### src/shared/scs_defines.svh
// offsets, field positions, reset values and timing counts of the clock selector
`ifndef SCS_DEFINES_SVH
`define SCS_DEFINES_SVH

`define SCS_CLK_HZ        10000000
// register offsets
`define SCS_A_CTRL        8'h00
`define SCS_A_PITCH       8'h04
`define SCS_A_PSTEP       8'h08
`define SCS_A_STATUS      8'h0C
`define SCS_A_INT_STAT    8'h10
`define SCS_A_INT_MASK    8'h14
`define SCS_A_TUNE        8'h18
`define SCS_A_EXT_CNT     8'h1C
// control field positions and reset value
`define SCS_CTRL_FIXED    0
`define SCS_CTRL_PREF_LO  1
`define SCS_CTRL_RATE_LO  4
`define SCS_CTRL_RST      32'h0000_0020
// pitch step command bits
`define SCS_PS_FINE_UP    0
`define SCS_PS_FINE_DN    1
`define SCS_PS_CRS_UP     2
`define SCS_PS_CRS_DN     3
`define SCS_PS_RESET      4
`define SCS_PS_PU_SMALL   5
`define SCS_PS_PD_SMALL   6
`define SCS_PS_PU_LARGE   7
`define SCS_PS_PD_LARGE   8
// status field positions
`define SCS_ST_SRC_LO     8
`define SCS_ST_MASTER     10
`define SCS_ST_CHAN_LO    16
`define SCS_ST_RATE_LO    28
// interrupt bits
`define SCS_IRQ_SRC_CHG   0
`define SCS_IRQ_REF_LOST  1
`define SCS_IRQ_IN_LO     2
// pitch steps in hertz and window divisors
`define SCS_FINE_HZ       16'sh0001
`define SCS_COARSE_HZ     16'sh0032
`define SCS_LIM_DIV       20
`define SCS_PULL_S_DIV    1000
`define SCS_PULL_L_DIV    25
// nominal rates in hertz
`define SCS_RATE_0        18'h07D00
`define SCS_RATE_1        18'h0AC44
`define SCS_RATE_2        18'h0BB80
`define SCS_RATE_3        18'h15888
`define SCS_RATE_4        18'h17700
`define SCS_RATE_5        18'h2B110
`define SCS_RATE_6        18'h2EE00
`define SCS_RATE_DOUBLE   18'h15888
`define SCS_RATE_QUAD     18'h2B110
// madi channel counts per speed range
`define SCS_CH_SINGLE     7'h40
`define SCS_CH_DOUBLE     7'h20
`define SCS_CH_QUAD       7'h10
// tuning word scale: round(2^40 / clock rate)
`define SCS_TW_MUL        22'h01AD7F
// detection window and valid edge band
`define SCS_WIN_CYC       8'hFF
`define SCS_CNT_MIN       10'h002
`define SCS_CNT_MAX       10'h3E8
`define SCS_SYNC_TOL      10'h001

`endif

### src/shared/scs_pkg.sv
// types of the sample clock source selector
package scs_pkg;

  typedef enum logic [1:0] {
    SCS_ST_FIXED  = 2'b00,
    SCS_ST_MASTER = 2'b01,
    SCS_ST_SLAVE  = 2'b10
  } scs_state_t;

  typedef enum logic [1:0] {
    SCS_LK_NONE = 2'b00,
    SCS_LK_LOCK = 2'b01,
    SCS_LK_SYNC = 2'b10
  } scs_lock_t;

endpackage

### src/scs_edge_meter.sv
// reference input synchroniser, edge counter and validity check
`timescale 1ns/1ps
`default_nettype none

module scs_edge_meter
#(
  parameter int CW = 10
)
(
  input  wire logic          clk,
  input  wire logic          rst_n,
  input  wire logic          pin,
  input  wire logic          win_end,
  input  wire logic [CW-1:0] cnt_min,
  input  wire logic [CW-1:0] cnt_max,
  output logic      [CW-1:0] count_q,
  output logic               valid_q
);

  logic          s1_q, s2_q, s3_q;
  logic [CW-1:0] acc_q, acc_d, count_d;
  logic          valid_d;
  logic [CW-1:0] total;

  always_comb
  begin
    total   = acc_q + CW'(s2_q & ~s3_q);
    acc_d   = win_end ? '0 : total;
    count_d = win_end ? total : count_q;
    valid_d = win_end ? (total >= cnt_min && total <= cnt_max) : valid_q;
  end

  // s1 feeds only s2: the pin is asynchronous to clk
  always_ff @(posedge clk or negedge rst_n)
  begin
    if (!rst_n)
    begin
      s1_q    <= 1'b0;
      s2_q    <= 1'b0;
      s3_q    <= 1'b0;
      acc_q   <= '0;
      count_q <= '0;
      valid_q <= 1'b0;
    end
    else
    begin
      s1_q    <= pin;
      s2_q    <= s1_q;
      s3_q    <= s2_q;
      acc_q   <= acc_d;
      count_q <= count_d;
      valid_q <= valid_d;
    end
  end

endmodule // scs_edge_meter

`default_nettype wire

### src/scs_selector.sv
// sample clock source selector with internal pitch synthesizer
//
// Functional notes
// - stay on the preferred input while it carries a valid signal.
// - preferred input invalid: scan remaining inputs in turn, lock to valid one.
// - no valid input anywhere: switch to master on the internal clock.
// - automatic mode, reference lost: fall back to internal clock as master (here only when no other input is valid).
// - report none, lock or sync for each of the four inputs.
// - fine pitch steps of 1 Hz, limited to plus or minus 5 percent.
// - presets for pull up and pull down of 0.1 and 4 percent.
// - coarse pitch steps of 50 Hz.
// - pitch offset applies only in master mode, only to this card.
// - in slave mode the external rate beats the host requested rate.
// - at quad speed only sixteen channels per madi port.
// - fixed internal mode ignores inputs and runs from internal clock.
//
// Design decisions made here: the address-and-strobe port and the placing of the registers.
`timescale 1ns/1ps
`default_nettype none
`include "scs_defines.svh"

module scs_selector
  import scs_pkg::*;
#(
  parameter int NIN = 4,
  parameter int CW  = 10
)
(
  input  wire logic        ref_clk,
  input  wire logic        rst_n,
  input  wire logic [3:0]  ref_pin,
  input  wire logic [7:0]  reg_addr,
  input  wire logic [31:0] reg_wdata,
  input  wire logic        reg_wr,
  input  wire logic        reg_rd,
  output logic      [31:0] reg_rdata_q,
  output logic             irq_q,
  output logic             master_q,
  output logic      [1:0]  cur_src_q,
  output logic      [31:0] tune_word_q,
  output logic             int_clk_q,
  output logic      [6:0]  madi_chans_q
);

  ////////////////////////////////////////////////////////////////////////////
  // reset release and measurement window

  logic rst_s1_q, rst_sync_n;

  always_ff @(posedge ref_clk or negedge rst_n)
  begin
    if (!rst_n)
    begin
      rst_s1_q   <= 1'b0;
      rst_sync_n <= 1'b0;
    end
    else
    begin
      rst_s1_q   <= 1'b1;
      rst_sync_n <= rst_s1_q;
    end
  end

  logic [7:0] win_q, win_d;
  logic       win_end;

  always_comb
  begin
    win_end = (win_q == `SCS_WIN_CYC);
    win_d   = win_end ? 8'h00 : win_q + 8'h01;
  end

  ////////////////////////////////////////////////////////////////////////////
  // per input detection

  logic [CW-1:0] in_cnt [NIN];
  logic [NIN-1:0] in_valid;

  genvar g;
  generate
    for (g = 0; g < NIN; g++)
    begin : g_in
      scs_edge_meter #(.CW(CW)) u_meter (
        .clk     (ref_clk),
        .rst_n   (rst_sync_n),
        .pin     (ref_pin[g]),
        .win_end (win_end),
        .cnt_min (`SCS_CNT_MIN),
        .cnt_max (`SCS_CNT_MAX),
        .count_q (in_cnt[g]),
        .valid_q (in_valid[g])
      );
    end
  endgenerate

  ////////////////////////////////////////////////////////////////////////////
  // register file state

  logic        fixed_q, fixed_d;
  logic [1:0]  pref_q, pref_d;
  logic [2:0]  rate_req_q, rate_req_d;
  logic [2:0]  rate_act_q, rate_act_d;
  logic signed [15:0] pitch_q, pitch_d;
  logic [5:0]  int_stat_q, int_stat_d;
  logic [5:0]  int_mask_q, int_mask_d;
  logic [31:0] rdata_d;
  scs_state_t  state_q, state_d;
  logic [1:0]  cur_q, cur_d;
  logic [7:0]  lock_q, lock_d;
  logic [CW-1:0] int_cnt_q, int_cnt_d, int_cnt_lat_q, int_cnt_lat_d;
  logic [31:0] acc_q, acc_d, tw_d;
  logic        msb_q;
  logic [6:0]  chans_d;
  logic        irq_d;

  logic        wr_ctrl, wr_pitch, wr_step;
  logic [17:0] nominal, freq;
  logic signed [15:0] lim, step, pull_s, pull_l;
  logic signed [17:0] tgt;
  logic [39:0] prod;
  logic [5:0]  ev;
  logic [3:0]  ev_in;

  ////////////////////////////////////////////////////////////////////////////
  // nominal rate, pitch and synthesizer

  always_comb
  begin
    case (rate_act_q)
      3'h0:    nominal = `SCS_RATE_0;
      3'h1:    nominal = `SCS_RATE_1;
      3'h2:    nominal = `SCS_RATE_2;
      3'h3:    nominal = `SCS_RATE_3;
      3'h4:    nominal = `SCS_RATE_4;
      3'h5:    nominal = `SCS_RATE_5;
      default: nominal = `SCS_RATE_6;
    endcase
    lim    = 16'(nominal / `SCS_LIM_DIV);
    pull_s = 16'(nominal / `SCS_PULL_S_DIV);
    pull_l = 16'(nominal / `SCS_PULL_L_DIV);
    wr_ctrl  = reg_wr && reg_addr == `SCS_A_CTRL;
    wr_pitch = reg_wr && reg_addr == `SCS_A_PITCH;
    wr_step  = reg_wr && reg_addr == `SCS_A_PSTEP;

    step = 16'sh0000;
    if (reg_wdata[`SCS_PS_FINE_UP])
      step = `SCS_FINE_HZ;
    else if (reg_wdata[`SCS_PS_FINE_DN])
      step = -`SCS_FINE_HZ;
    else if (reg_wdata[`SCS_PS_CRS_UP])
      step = `SCS_COARSE_HZ;
    else if (reg_wdata[`SCS_PS_CRS_DN])
      step = -`SCS_COARSE_HZ;

    tgt = 18'(pitch_q);
    if (wr_pitch)
      tgt = 18'(signed'(reg_wdata[15:0]));
    else if (wr_step)
    begin
      if (reg_wdata[`SCS_PS_RESET])
        tgt = 18'sh00000;
      else if (reg_wdata[`SCS_PS_PU_SMALL])
        tgt = 18'(pull_s);
      else if (reg_wdata[`SCS_PS_PD_SMALL])
        tgt = -18'(pull_s);
      else if (reg_wdata[`SCS_PS_PU_LARGE])
        tgt = 18'(pull_l);
      else if (reg_wdata[`SCS_PS_PD_LARGE])
        tgt = -18'(pull_l);
      else
        tgt = 18'(pitch_q) + 18'(step);
    end
    // clamp to five percent window, also after a rate change
    if (tgt > 18'(lim))
      pitch_d = lim;
    else if (tgt < -18'(lim))
      pitch_d = -lim;
    else
      pitch_d = 16'(tgt);

    // offset only reaches the synthesizer in master mode
    freq = (state_q == SCS_ST_SLAVE) ? nominal
                                     : 18'(nominal + 18'(pitch_q));
    // tuning word from nominal plus offset
    prod  = 40'(freq) * 40'(`SCS_TW_MUL);
    tw_d  = prod[39:8];
    acc_d = acc_q + tune_word_q;
  end

  ////////////////////////////////////////////////////////////////////////////
  // source selection

  logic [1:0] pick, idx;
  logic       found;

  always_comb
  begin
    pick  = pref_q;
    found = 1'b0;
    idx   = pref_q;
    // scan in turn starting at the preferred input
    for (int i = 0; i < NIN; i++)
    begin
      idx = pref_q + 2'(i);
      if (!found && in_valid[idx])
      begin
        pick  = idx;
        found = 1'b1;
      end
    end

    state_d = state_q;
    cur_d   = cur_q;
    ev      = 6'h00;
    case (state_q)
      SCS_ST_FIXED:
        if (!fixed_q)
          state_d = SCS_ST_MASTER;
      SCS_ST_MASTER:
        if (fixed_q)
          state_d = SCS_ST_FIXED;
        else if (found)
        begin
          state_d = SCS_ST_SLAVE;
          cur_d   = pick;
          ev[`SCS_IRQ_SRC_CHG] = 1'b1;
        end
      SCS_ST_SLAVE:
        if (fixed_q)
          state_d = SCS_ST_FIXED;
        else if (in_valid[pref_q] && cur_q != pref_q)
        begin
          cur_d = pref_q;
          ev[`SCS_IRQ_SRC_CHG] = 1'b1;
        end
        else if (!in_valid[cur_q])
        begin
          ev[`SCS_IRQ_REF_LOST] = 1'b1;
          ev[`SCS_IRQ_SRC_CHG]  = 1'b1;
          // lost reference moves to the next valid input, else falls back to internal
          if (found)
            cur_d = pick;
          else
            state_d = SCS_ST_MASTER;
        end
      default:
        state_d = SCS_ST_MASTER;
    endcase

    // host rate request only applies while master
    rate_act_d = (state_q == SCS_ST_SLAVE) ? rate_act_q : rate_req_q;

    if (nominal >= `SCS_RATE_QUAD)
      chans_d = `SCS_CH_QUAD;
    else if (nominal >= `SCS_RATE_DOUBLE)
      chans_d = `SCS_CH_DOUBLE;
    else
      chans_d = `SCS_CH_SINGLE;
  end

  ////////////////////////////////////////////////////////////////////////////
  // lock and sync status

  logic [CW-1:0] ref_cnt, diff;

  always_comb
  begin
    ref_cnt   = (state_q == SCS_ST_SLAVE) ? in_cnt[cur_q] : int_cnt_lat_q;
    int_cnt_d = win_end ? '0 : int_cnt_q + CW'(acc_q[31] & ~msb_q);
    int_cnt_lat_d = win_end ? int_cnt_q : int_cnt_lat_q;
    lock_d    = lock_q;
    ev_in     = 4'h0;
    diff      = '0;
    // three states per input, sync means same rate as current clock
    for (int i = 0; i < NIN; i++)
    begin
      diff = (in_cnt[i] > ref_cnt) ? in_cnt[i] - ref_cnt
                                   : ref_cnt - in_cnt[i];
      if (!in_valid[i])
        lock_d[2*i +: 2] = SCS_LK_NONE;
      else if (diff <= `SCS_SYNC_TOL)
        lock_d[2*i +: 2] = SCS_LK_SYNC;
      else
        lock_d[2*i +: 2] = SCS_LK_LOCK;
      if (lock_d[2*i +: 2] != lock_q[2*i +: 2])
        ev_in[i] = 1'b1;
    end
  end

  ////////////////////////////////////////////////////////////////////////////
  // register access and interrupt

  always_comb
  begin
    fixed_d    = wr_ctrl ? reg_wdata[`SCS_CTRL_FIXED] : fixed_q;
    pref_d     = wr_ctrl ? reg_wdata[`SCS_CTRL_PREF_LO +: 2] : pref_q;
    rate_req_d = wr_ctrl ? reg_wdata[`SCS_CTRL_RATE_LO +: 3] : rate_req_q;
    int_mask_d = (reg_wr && reg_addr == `SCS_A_INT_MASK) ? reg_wdata[5:0]
                                                         : int_mask_q;
    int_stat_d = int_stat_q;
    if (reg_wr && reg_addr == `SCS_A_INT_STAT)
      int_stat_d = int_stat_q & ~reg_wdata[5:0];
    // a new event wins over a same cycle clear
    int_stat_d = int_stat_d | ev | (6'(ev_in) << `SCS_IRQ_IN_LO);
    irq_d      = |(int_stat_d & int_mask_d);

    rdata_d = 32'h0000_0000;
    if (reg_rd)
    begin
      case (reg_addr)
        `SCS_A_CTRL:
          rdata_d = {25'h0, rate_req_q, 1'b0, pref_q, fixed_q};
        `SCS_A_PITCH:    rdata_d = 32'(pitch_q);
        `SCS_A_STATUS:
          rdata_d = {1'b0, rate_act_q, 5'h00, madi_chans_q, 5'h00,
                     master_q, cur_q, lock_q};
        `SCS_A_INT_STAT: rdata_d = {26'h0, int_stat_q};
        `SCS_A_INT_MASK: rdata_d = {26'h0, int_mask_q};
        `SCS_A_TUNE:     rdata_d = tune_word_q;
        `SCS_A_EXT_CNT:  rdata_d = 32'(ref_cnt);
        default:         rdata_d = 32'h0000_0000;
      endcase
    end
  end

  always_ff @(posedge ref_clk or negedge rst_sync_n)
  begin
    if (!rst_sync_n)
    begin
      win_q         <= 8'h00;
      fixed_q       <= 1'b0;
      pref_q        <= 2'h0;
      rate_req_q    <= 3'h2;
      rate_act_q    <= 3'h2;
      pitch_q       <= 16'sh0000;
      int_stat_q    <= 6'h00;
      int_mask_q    <= 6'h00;
      reg_rdata_q   <= 32'h0000_0000;
      irq_q         <= 1'b0;
      state_q       <= SCS_ST_MASTER;
      cur_q         <= 2'h0;
      lock_q        <= 8'h00;
      int_cnt_q     <= '0;
      int_cnt_lat_q <= '0;
      acc_q         <= 32'h0000_0000;
      msb_q         <= 1'b0;
      tune_word_q   <= 32'h0000_0000;
      int_clk_q     <= 1'b0;
      master_q      <= 1'b1;
      cur_src_q     <= 2'h0;
      madi_chans_q  <= 7'h40;
    end
    else
    begin
      win_q         <= win_d;
      fixed_q       <= fixed_d;
      pref_q        <= pref_d;
      rate_req_q    <= rate_req_d;
      rate_act_q    <= rate_act_d;
      pitch_q       <= pitch_d;
      int_stat_q    <= int_stat_d;
      int_mask_q    <= int_mask_d;
      reg_rdata_q   <= rdata_d;
      irq_q         <= irq_d;
      state_q       <= state_d;
      cur_q         <= cur_d;
      lock_q        <= lock_d;
      int_cnt_q     <= int_cnt_d;
      int_cnt_lat_q <= int_cnt_lat_d;
      acc_q         <= acc_d;
      msb_q         <= acc_q[31];
      tune_word_q   <= tw_d;
      int_clk_q     <= acc_q[31];
      master_q      <= (state_d != SCS_ST_SLAVE);
      cur_src_q     <= cur_d;
      madi_chans_q  <= chans_d;
    end
  end

endmodule // scs_selector

`default_nettype wire

### config.mk
export PLATFORM = sky130hd
export DESIGN_NAME = scs_selector
export DESIGN_NICKNAME = d
export VERILOG_FILES = /design/src/shared/scs_pkg.sv /design/src/scs_edge_meter.sv /design/src/scs_selector.sv
export VERILOG_INCLUDE_DIRS = /design/src /design/src/shared
export SDC_FILE = /design/constraint.sdc
export NUM_CORES = 1
export LEC_CHECK = 0
export BUFFER_PORTS_ARGS = -buffer_cell sky130_fd_sc_hd__buf_2
export CAP_MARGIN = 20
export CORE_AREA = 2 2 334 237
export CTS_BUF_LIST = sky130_fd_sc_hd__clkbuf_4 sky130_fd_sc_hd__clkbuf_8 sky130_fd_sc_hd__clkbuf_16
export CTS_CLUSTER_SIZE = 12
export DETAILED_ROUTE_END_ITERATION = 6
export DIE_AREA = 0 0 336 239
export GPL_TIMING_DRIVEN = 1
export RECOVER_POWER = 25
export REMOVE_ABC_BUFFERS = 1
export SLEW_MARGIN = 20
export SYNTH_ARGS = -nofsm -noshare
export SYNTH_HDL_FRONTEND = slang
export SYNTH_SLANG_ARGS = --single-unit
### constraint.sdc
create_clock -name ref_clk -period 7.95 [get_ports ref_clk]
set_input_delay 1.59 -clock ref_clk [delete_from_list [all_inputs] [get_ports ref_clk]]
set_output_delay 1.59 -clock ref_clk [all_outputs]
set_load 0.01 [all_outputs]
# After elaboration in Yosys (flattened, before gate mapping)
# Cells that the tools add are included.
[totals]
register_bits = 276
input_bits = 48
[classes]
n_lt_le_gt_ge = 26
n_addsub = 24
n_reduce_logical = 22
div_mod_pow = 3
n_eq_ne = 24
mul = 1
bitwise_logic = 16
n_mux = 86
[ops]
columns = ["op", "count"]
rows = [
  ["$pmux 32 s7", 1],
  ["$mux 18", 8],
  ["$mux 10", 12],
  ["$pmux 18 s6", 1],
  ["$mux 16", 6],
  ["$sub 10x10->10", 8],
  ["$div 18x5->32 const B", 2],
  ["$neg 16->18", 3],
  ["$add 10x10->10", 5],
  ["$and 1x10->10", 5],
  ["$mux 2", 25],
  ["$not 1->10", 5],
  ["$ge 10x2->1 const B", 4],
  ["$gt 10x10->1", 4],
  ["$le 10x1->1 const B", 4],
  ["$le 10x10->1 const B", 4],
  ["$mul 18x17->35 const B", 1],
  ["$add 32x27->32", 1],
  ["$div 18x10->32 const B", 1],
  ["$eq 8x5->1 const B", 4],
  ["$mux 32", 1],
  ["$bmux 10 s2", 1],
  ["$add 18x18->18", 1],
  ["$ge 18x17->1 const B", 1],
  ["other kinds (42)", 94],
]

# Depth between registers and ports, before layout
[depth]
word_depth = 19
ltp_mapped = 61
depth_no_buf = 52

# Hierarchy
# A second synthesis with hierarchy kept.
[unflattened]
cells_unflattened = 3204
hier_area_um2 = 28910.2
[by_module_without_submodules]
columns = ["mod", "instances", "seq_area_each_um2", "cells_each", "area_per_inst_um2"]
rows = [
  ["scs_selector", 1, 4385.5, 2568, 23119.7],
  ["scs_edge_meter", 4, 600.6, 159, 1447.6],
]

# Least setup slack after synthesis
# No wires, ideal clock.
[synth_path]
path_kind = "register to register"
startpoint = "reg rate_act_q[2]"
endpoint = "reg pitch_q[2]"
period_less_slack_ps = 10533
path_buffers = 9
required_time_ps = 7814
path_stages_with_launch = 61
arrival_ps = 10397
slack_ps = -2583
path_cell_list = "dfrtp_1 > buf_2 > clkbuf_1 > clkbuf_1 > clkbuf_1 > buf_1 > nand2_1 > nand2_1 > inv_1 > ha_1 > buf_6 > clkbuf_1 > nand2_1 > o2bb2ai_1 > a22o_1 > ha_1 > o21ai_2 > mux2_4 > [... 25 more ...] > ha_1 > nor2b_1 > o21a_1 > o21a_1 > o21a_1 > o21a_1 > o21a_1 > o21a_1 > o21a_1 > o211ai_1 > a21boi_0 > o31ai_1 > a21oi_1 > o21ai_0 > a22o_1 > clkbuf_1 > mux2i_1 > a21oi_1"
[synth_between]
elab_chain_len = 14
word_cells_on_any_way = 25
cone_classes = "add/sub (4); div (3); order compare (2); eq/ne (5); mux (10); reduce/logical (1)"
[synth_lines]
columns = ["item", "line", "source"]
rows = [
  ["from (decl)", "scs_selector.sv:102", "logic [2:0] rate_act_q, rate_act_d;"],
  ["from (signal assigned)", "scs_selector.sv:359", "rate_act_q <= rate_act_d;"],
  ["$eq 3x3->1 (tied with other cells)", "scs_selector.sv:129", "case (rate_act_q)"],
  ["$pmux 18 s6 (*)", "scs_selector.sv:129", ""],
  ["$div 18x5->32 (no line)", "--", ""],
  ["$neg 16->18", "scs_selector.sv:169", "tgt = -18'(pull_l);"],
  ["$mux 18", "scs_selector.sv:168", "else if (reg_wdata[`SCS_PS_PD_LARGE])"],
  ["$mux 18", "scs_selector.sv:166", "else if (reg_wdata[`SCS_PS_PU_LARGE])"],
  ["$mux 18", "scs_selector.sv:164", "else if (reg_wdata[`SCS_PS_PD_SMALL])"],
  ["$mux 18", "scs_selector.sv:162", "else if (reg_wdata[`SCS_PS_PU_SMALL])"],
  ["$mux 18", "scs_selector.sv:160", "if (reg_wdata[`SCS_PS_RESET])"],
  ["$mux 18", "scs_selector.sv:158", "else if (wr_step)"],
  ["$mux 18", "scs_selector.sv:156", "if (wr_pitch)"],
  ["$lt 18x18->1", "scs_selector.sv:176", "else if (tgt < -18'(lim))"],
  ["$mux 16", "scs_selector.sv:176", ""],
  ["$mux 16 (*)", "scs_selector.sv:174", "if (tgt > 18'(lim))"],
  ["via pitch_d[2]", "scs_selector.sv:103", "logic signed [15:0] pitch_q, pitch_d;"],
  ["to (signal assigned)", "scs_selector.sv:360", "pitch_q <= pitch_d;"],
  ["to (decl)", "scs_selector.sv:103", ""],
]
# Mark *: on every way through the listed nets, which the timed path passes. The rest lies on a longest branch.
# A chain may end at the register's enable or synchronous reset.

# Final worst setup path
[layout_path]
startpoint = "reg rate_act_q[1]"
endpoint = "reg tune_word_q[25]"
[layout_between]
elab_chain_len = 5
word_cells_on_any_way = 10
cone_classes = "add/sub (1); mul (1); eq/ne (5); mux (2); reduce/logical (1)"
[layout_lines]
columns = ["item", "line", "source"]
rows = [
  ["$eq 3x3->1 (tied with other cells)", "scs_selector.sv:129", ""],
  ["$pmux 18 s6 (*)", "scs_selector.sv:129", ""],
  ["$add 18x18->18", "scs_selector.sv:183", ": 18'(nominal + 18'(pitch_q));"],
  ["$mux 18 (*)", "scs_selector.sv:182", "freq = (state_q == SCS_ST_SLAVE) ? nominal"],
  ["$mul 18x17->35 (*)", "scs_selector.sv:185", "prod = 40'(freq) * 40'(`SCS_TW_MUL);"],
  ["via prod[33]", "scs_selector.sv:120", "logic [39:0] prod;"],
  ["to (signal assigned)", "scs_selector.sv:372", "tune_word_q <= tw_d;"],
  ["to (decl)", "scs_selector.sv:40", "output logic [31:0] tune_word_q,"],
]
# Marks and branches as above.

==> metrics <==
failing checks capacitance limit, slew limit, setup timing; Synth warnings 0; crit-path most repeated cell o21a_1; drt pass-1 iters 7; GR Util met2 28.3%; gr ovfl total 0; syn avg cell area 9.10 um^2; worst min path class reg2async; crit path max fanout 4; # fillers roughly 7.6k; family with the most delay on the worst path compound AO/OA/AOI/OAI gates; Final Hold Viols 0; RSZ-0062 raised after global routing true; first-pass GRT wire length ~130 mm; CP max stage cell dfstp_2; CTS Root Buffer Type clkbuf_16; I/O pin count 124; Post-synth top cells inv_1 (364), ha_1 (326), dfrtp_1 (266); layer carrying the most global-route usage met1; Initial Utilization between 30% and 40%; EDFF count, synth 0; # Max-Cap Violations 2; final wirelength 83.3 mm; Initial DRC Count about 1.9k; DP HPWL around 67 mm; max-slew violations around 110; n_diodes 0; Longest Clk Path Bufs 3; CTS tree done; post-synth cell types between 100 and 150; DRC errors left 0; reg2reg path depth 44; DRT antenna net count 0; Tcrit/Tclk final 117%; Post-CTS Hold Buffers 0; met3 usage just over 7%; CTS buffer count 29; minimum clock period a little over 9000 ps; most frequent cell after synthesis inv_1; critical path class reg2reg; GRT met1 Usage 31.9%; crit end category flop; CP Buf/Inv Count 8; CP Depth 44; nets approximately 4k; slowest cell delay on critical path roughly 550 ps; average routed wire per standard cell roughly 19 um; Clk pin slew, worst setup/hold paths 70 ps; Cells after Synth 2946; Synth Flop Type dfrtp_1; DR vias/cell between 5 and 6; Die X 336 um; sequential fraction of the synthesis area 25.3%; Slew @ Worst Pin around 3300 ps; Clock H-tree levels 1; Worst Path Arrival 9850 ps; # rows between 80 and 90; Rel. slew slack -120%; Tot GR Track Use between 20% and 30%; # clock sinks 271; post-synth top area cell dfrtp_1; vias in the first global route 22.5k; vias between 20k and 25k; Area Growth Syn to Fin 21.9%; Area contributors post-synth dfrtp_1 (25%), ha_1 (15%), fa_1 (13%), inv_1 (5.1%), nand2_1 (3.4%); Crit path required time approximately 8500 ps; die height ~240 um; core region area approximately 78000 um^2; Hold Slack 292 ps; number of synthesized register bits between 200 and 300; layout cells sized above 1 21.4%; latest clock arrival within the worst-skew pair a little over 600 ps; post-synth top area share about a quarter; ys async rst share between 90% and 100%; f_max about 110 MHz; largest net degree at the start of global routing 71; full die area approximately 80000 um^2; area of the mapped netlist ~27000 um^2; Worst setup SP type flop; setup slack after layout -1380 ps; Finish-stage setup viols 31; PortBufs slightly below 100; Final Skew 27.0 ps; number of antenna violations at the first check in global routing 4; RD Place Congestion approximately 0.95; status finished with violations
-- timing repair --
action	in CTS	in global routing
endpoints found under the hold margin	0	0
setup buffers	42	23
setup endpoints to repair	34	37
gates cloned	0	1
gates resized for setup	88	60
pin swaps	94	74
-- final timing paths --
path | from | to | slack, ps
min in group ref_clk | g_in[0].u_meter.s1_q | g_in[0].u_meter.s2_q | 340
min | rst_sync_n | int_cnt_q[0] | 290
min reg2reg | rst_sync_n | int_cnt_q[0] | 290
max in group asynchronous | rst_sync_n | fixed_q | 2940
max | rate_act_q[1] | tune_word_q[25] | -1380
max reg2reg | rate_act_q[1] | tune_word_q[25] | -1380
-- worst reg2reg max path, delay by kind of cell (launching register included) --
family	cells	cell delay (ps)
AO/OA/AOI/OAI	18	3460
adder cells (fa/ha/maj)	8	3400
AND/OR/NAND/NOR	7	740
buffers and inverters	8	630
flip-flops	1	550
XOR/XNOR	3	440
-- state kept, by name (all words and copies together) (netlist names), 2 cells and up --
name and flops:
acc_q 32, cur_q 2, g_in.u_meter.acc_q 40, g_in.u_meter.count_q 40
g_in.u_meter.s1_q 4, g_in.u_meter.s2_q 4, g_in.u_meter.s3_q 4, g_in.u_meter.valid_q 4
int_cnt_lat_q 10, int_cnt_q 10, int_mask_q 6, int_stat_q 6
lock_q 8, madi_chans_q 3, pitch_q 16, pref_q 2
rate_act_q 3, rate_req_q 3, reg_rdata_q 31, state_q 2
tune_word_q 27, win_q 8
-- metal layers --
layer,up-vias,part of all wire [%]
li1,10900,-
met3,83,10
met5,-,0.012
met4,2,1.6
met2,705,38
met1,11000,50
-- cell usage in the layout (no fill, tap or decap), types with 96 or more instances in the layout --
| master | netlist | final |
|---|---|---|
| nor2_1 | 190 | 180 |
| buf_4 | 13 | 361 |
| fa_1 | 175 | 174 |
| ha_1 | 326 | 313 |
| a21oi_1 | 171 | 158 |
| dfrtp_1 | 266 | 266 |
| nand2_1 | 243 | 237 |
| o21ai_0 | 153 | 144 |
| buf_2 | 7 | 96 |
| inv_1 | 364 | 353 |
-- per-stage QoR --
step	worst slack [ps]	std cells	utilization (%)	area, um^2	setup TNS [ps]
finish	-1380	4447	42.1	32700	-32260
global route	-1820	4447	42.1	32700	-45620
CTS	-1300	4428	41.6	32300	-29580
detailed placement	-1770	4333	39.5	30700	-41620
global placement	-1700	4333	39.5	30700	-35850
floorplan	-3090	2855	-	26400	-111390
-- logic make-up after synthesis --
| kind of cell | count (synthesis) | share of synthesized area [%] |
|---|---|---|
| AOI/OAI and AO/OA | 675 | 16.5 |
| xor gates and xnor gates | 146 | 4.77 |
| adders and majority gates | 501 | 28.3 |
| buffers and inverters | 474 | 6.94 |
| DFF | 271 | 25.3 |
| muxes | 82 | 3.78 |
| other | 2 | 0.0280 |
| and+or+nand+nor | 795 | 14.4 |
-- cell type report --
type	count	area, um^2	share of cell area [%]
clock buffer	47	886	2.71
clock inverter	7	48.8	0.149
inverter	369	1390	4.24
multi-input combinational	2215	18800	57.5
sequential	271	6790	20.8
tap	1056	1320	4.04
timing repair buffer	482	3470	10.6
Power is not shown: default switching activity piles up to over one toggle a cycle in this logic, so the estimate is an artifact.
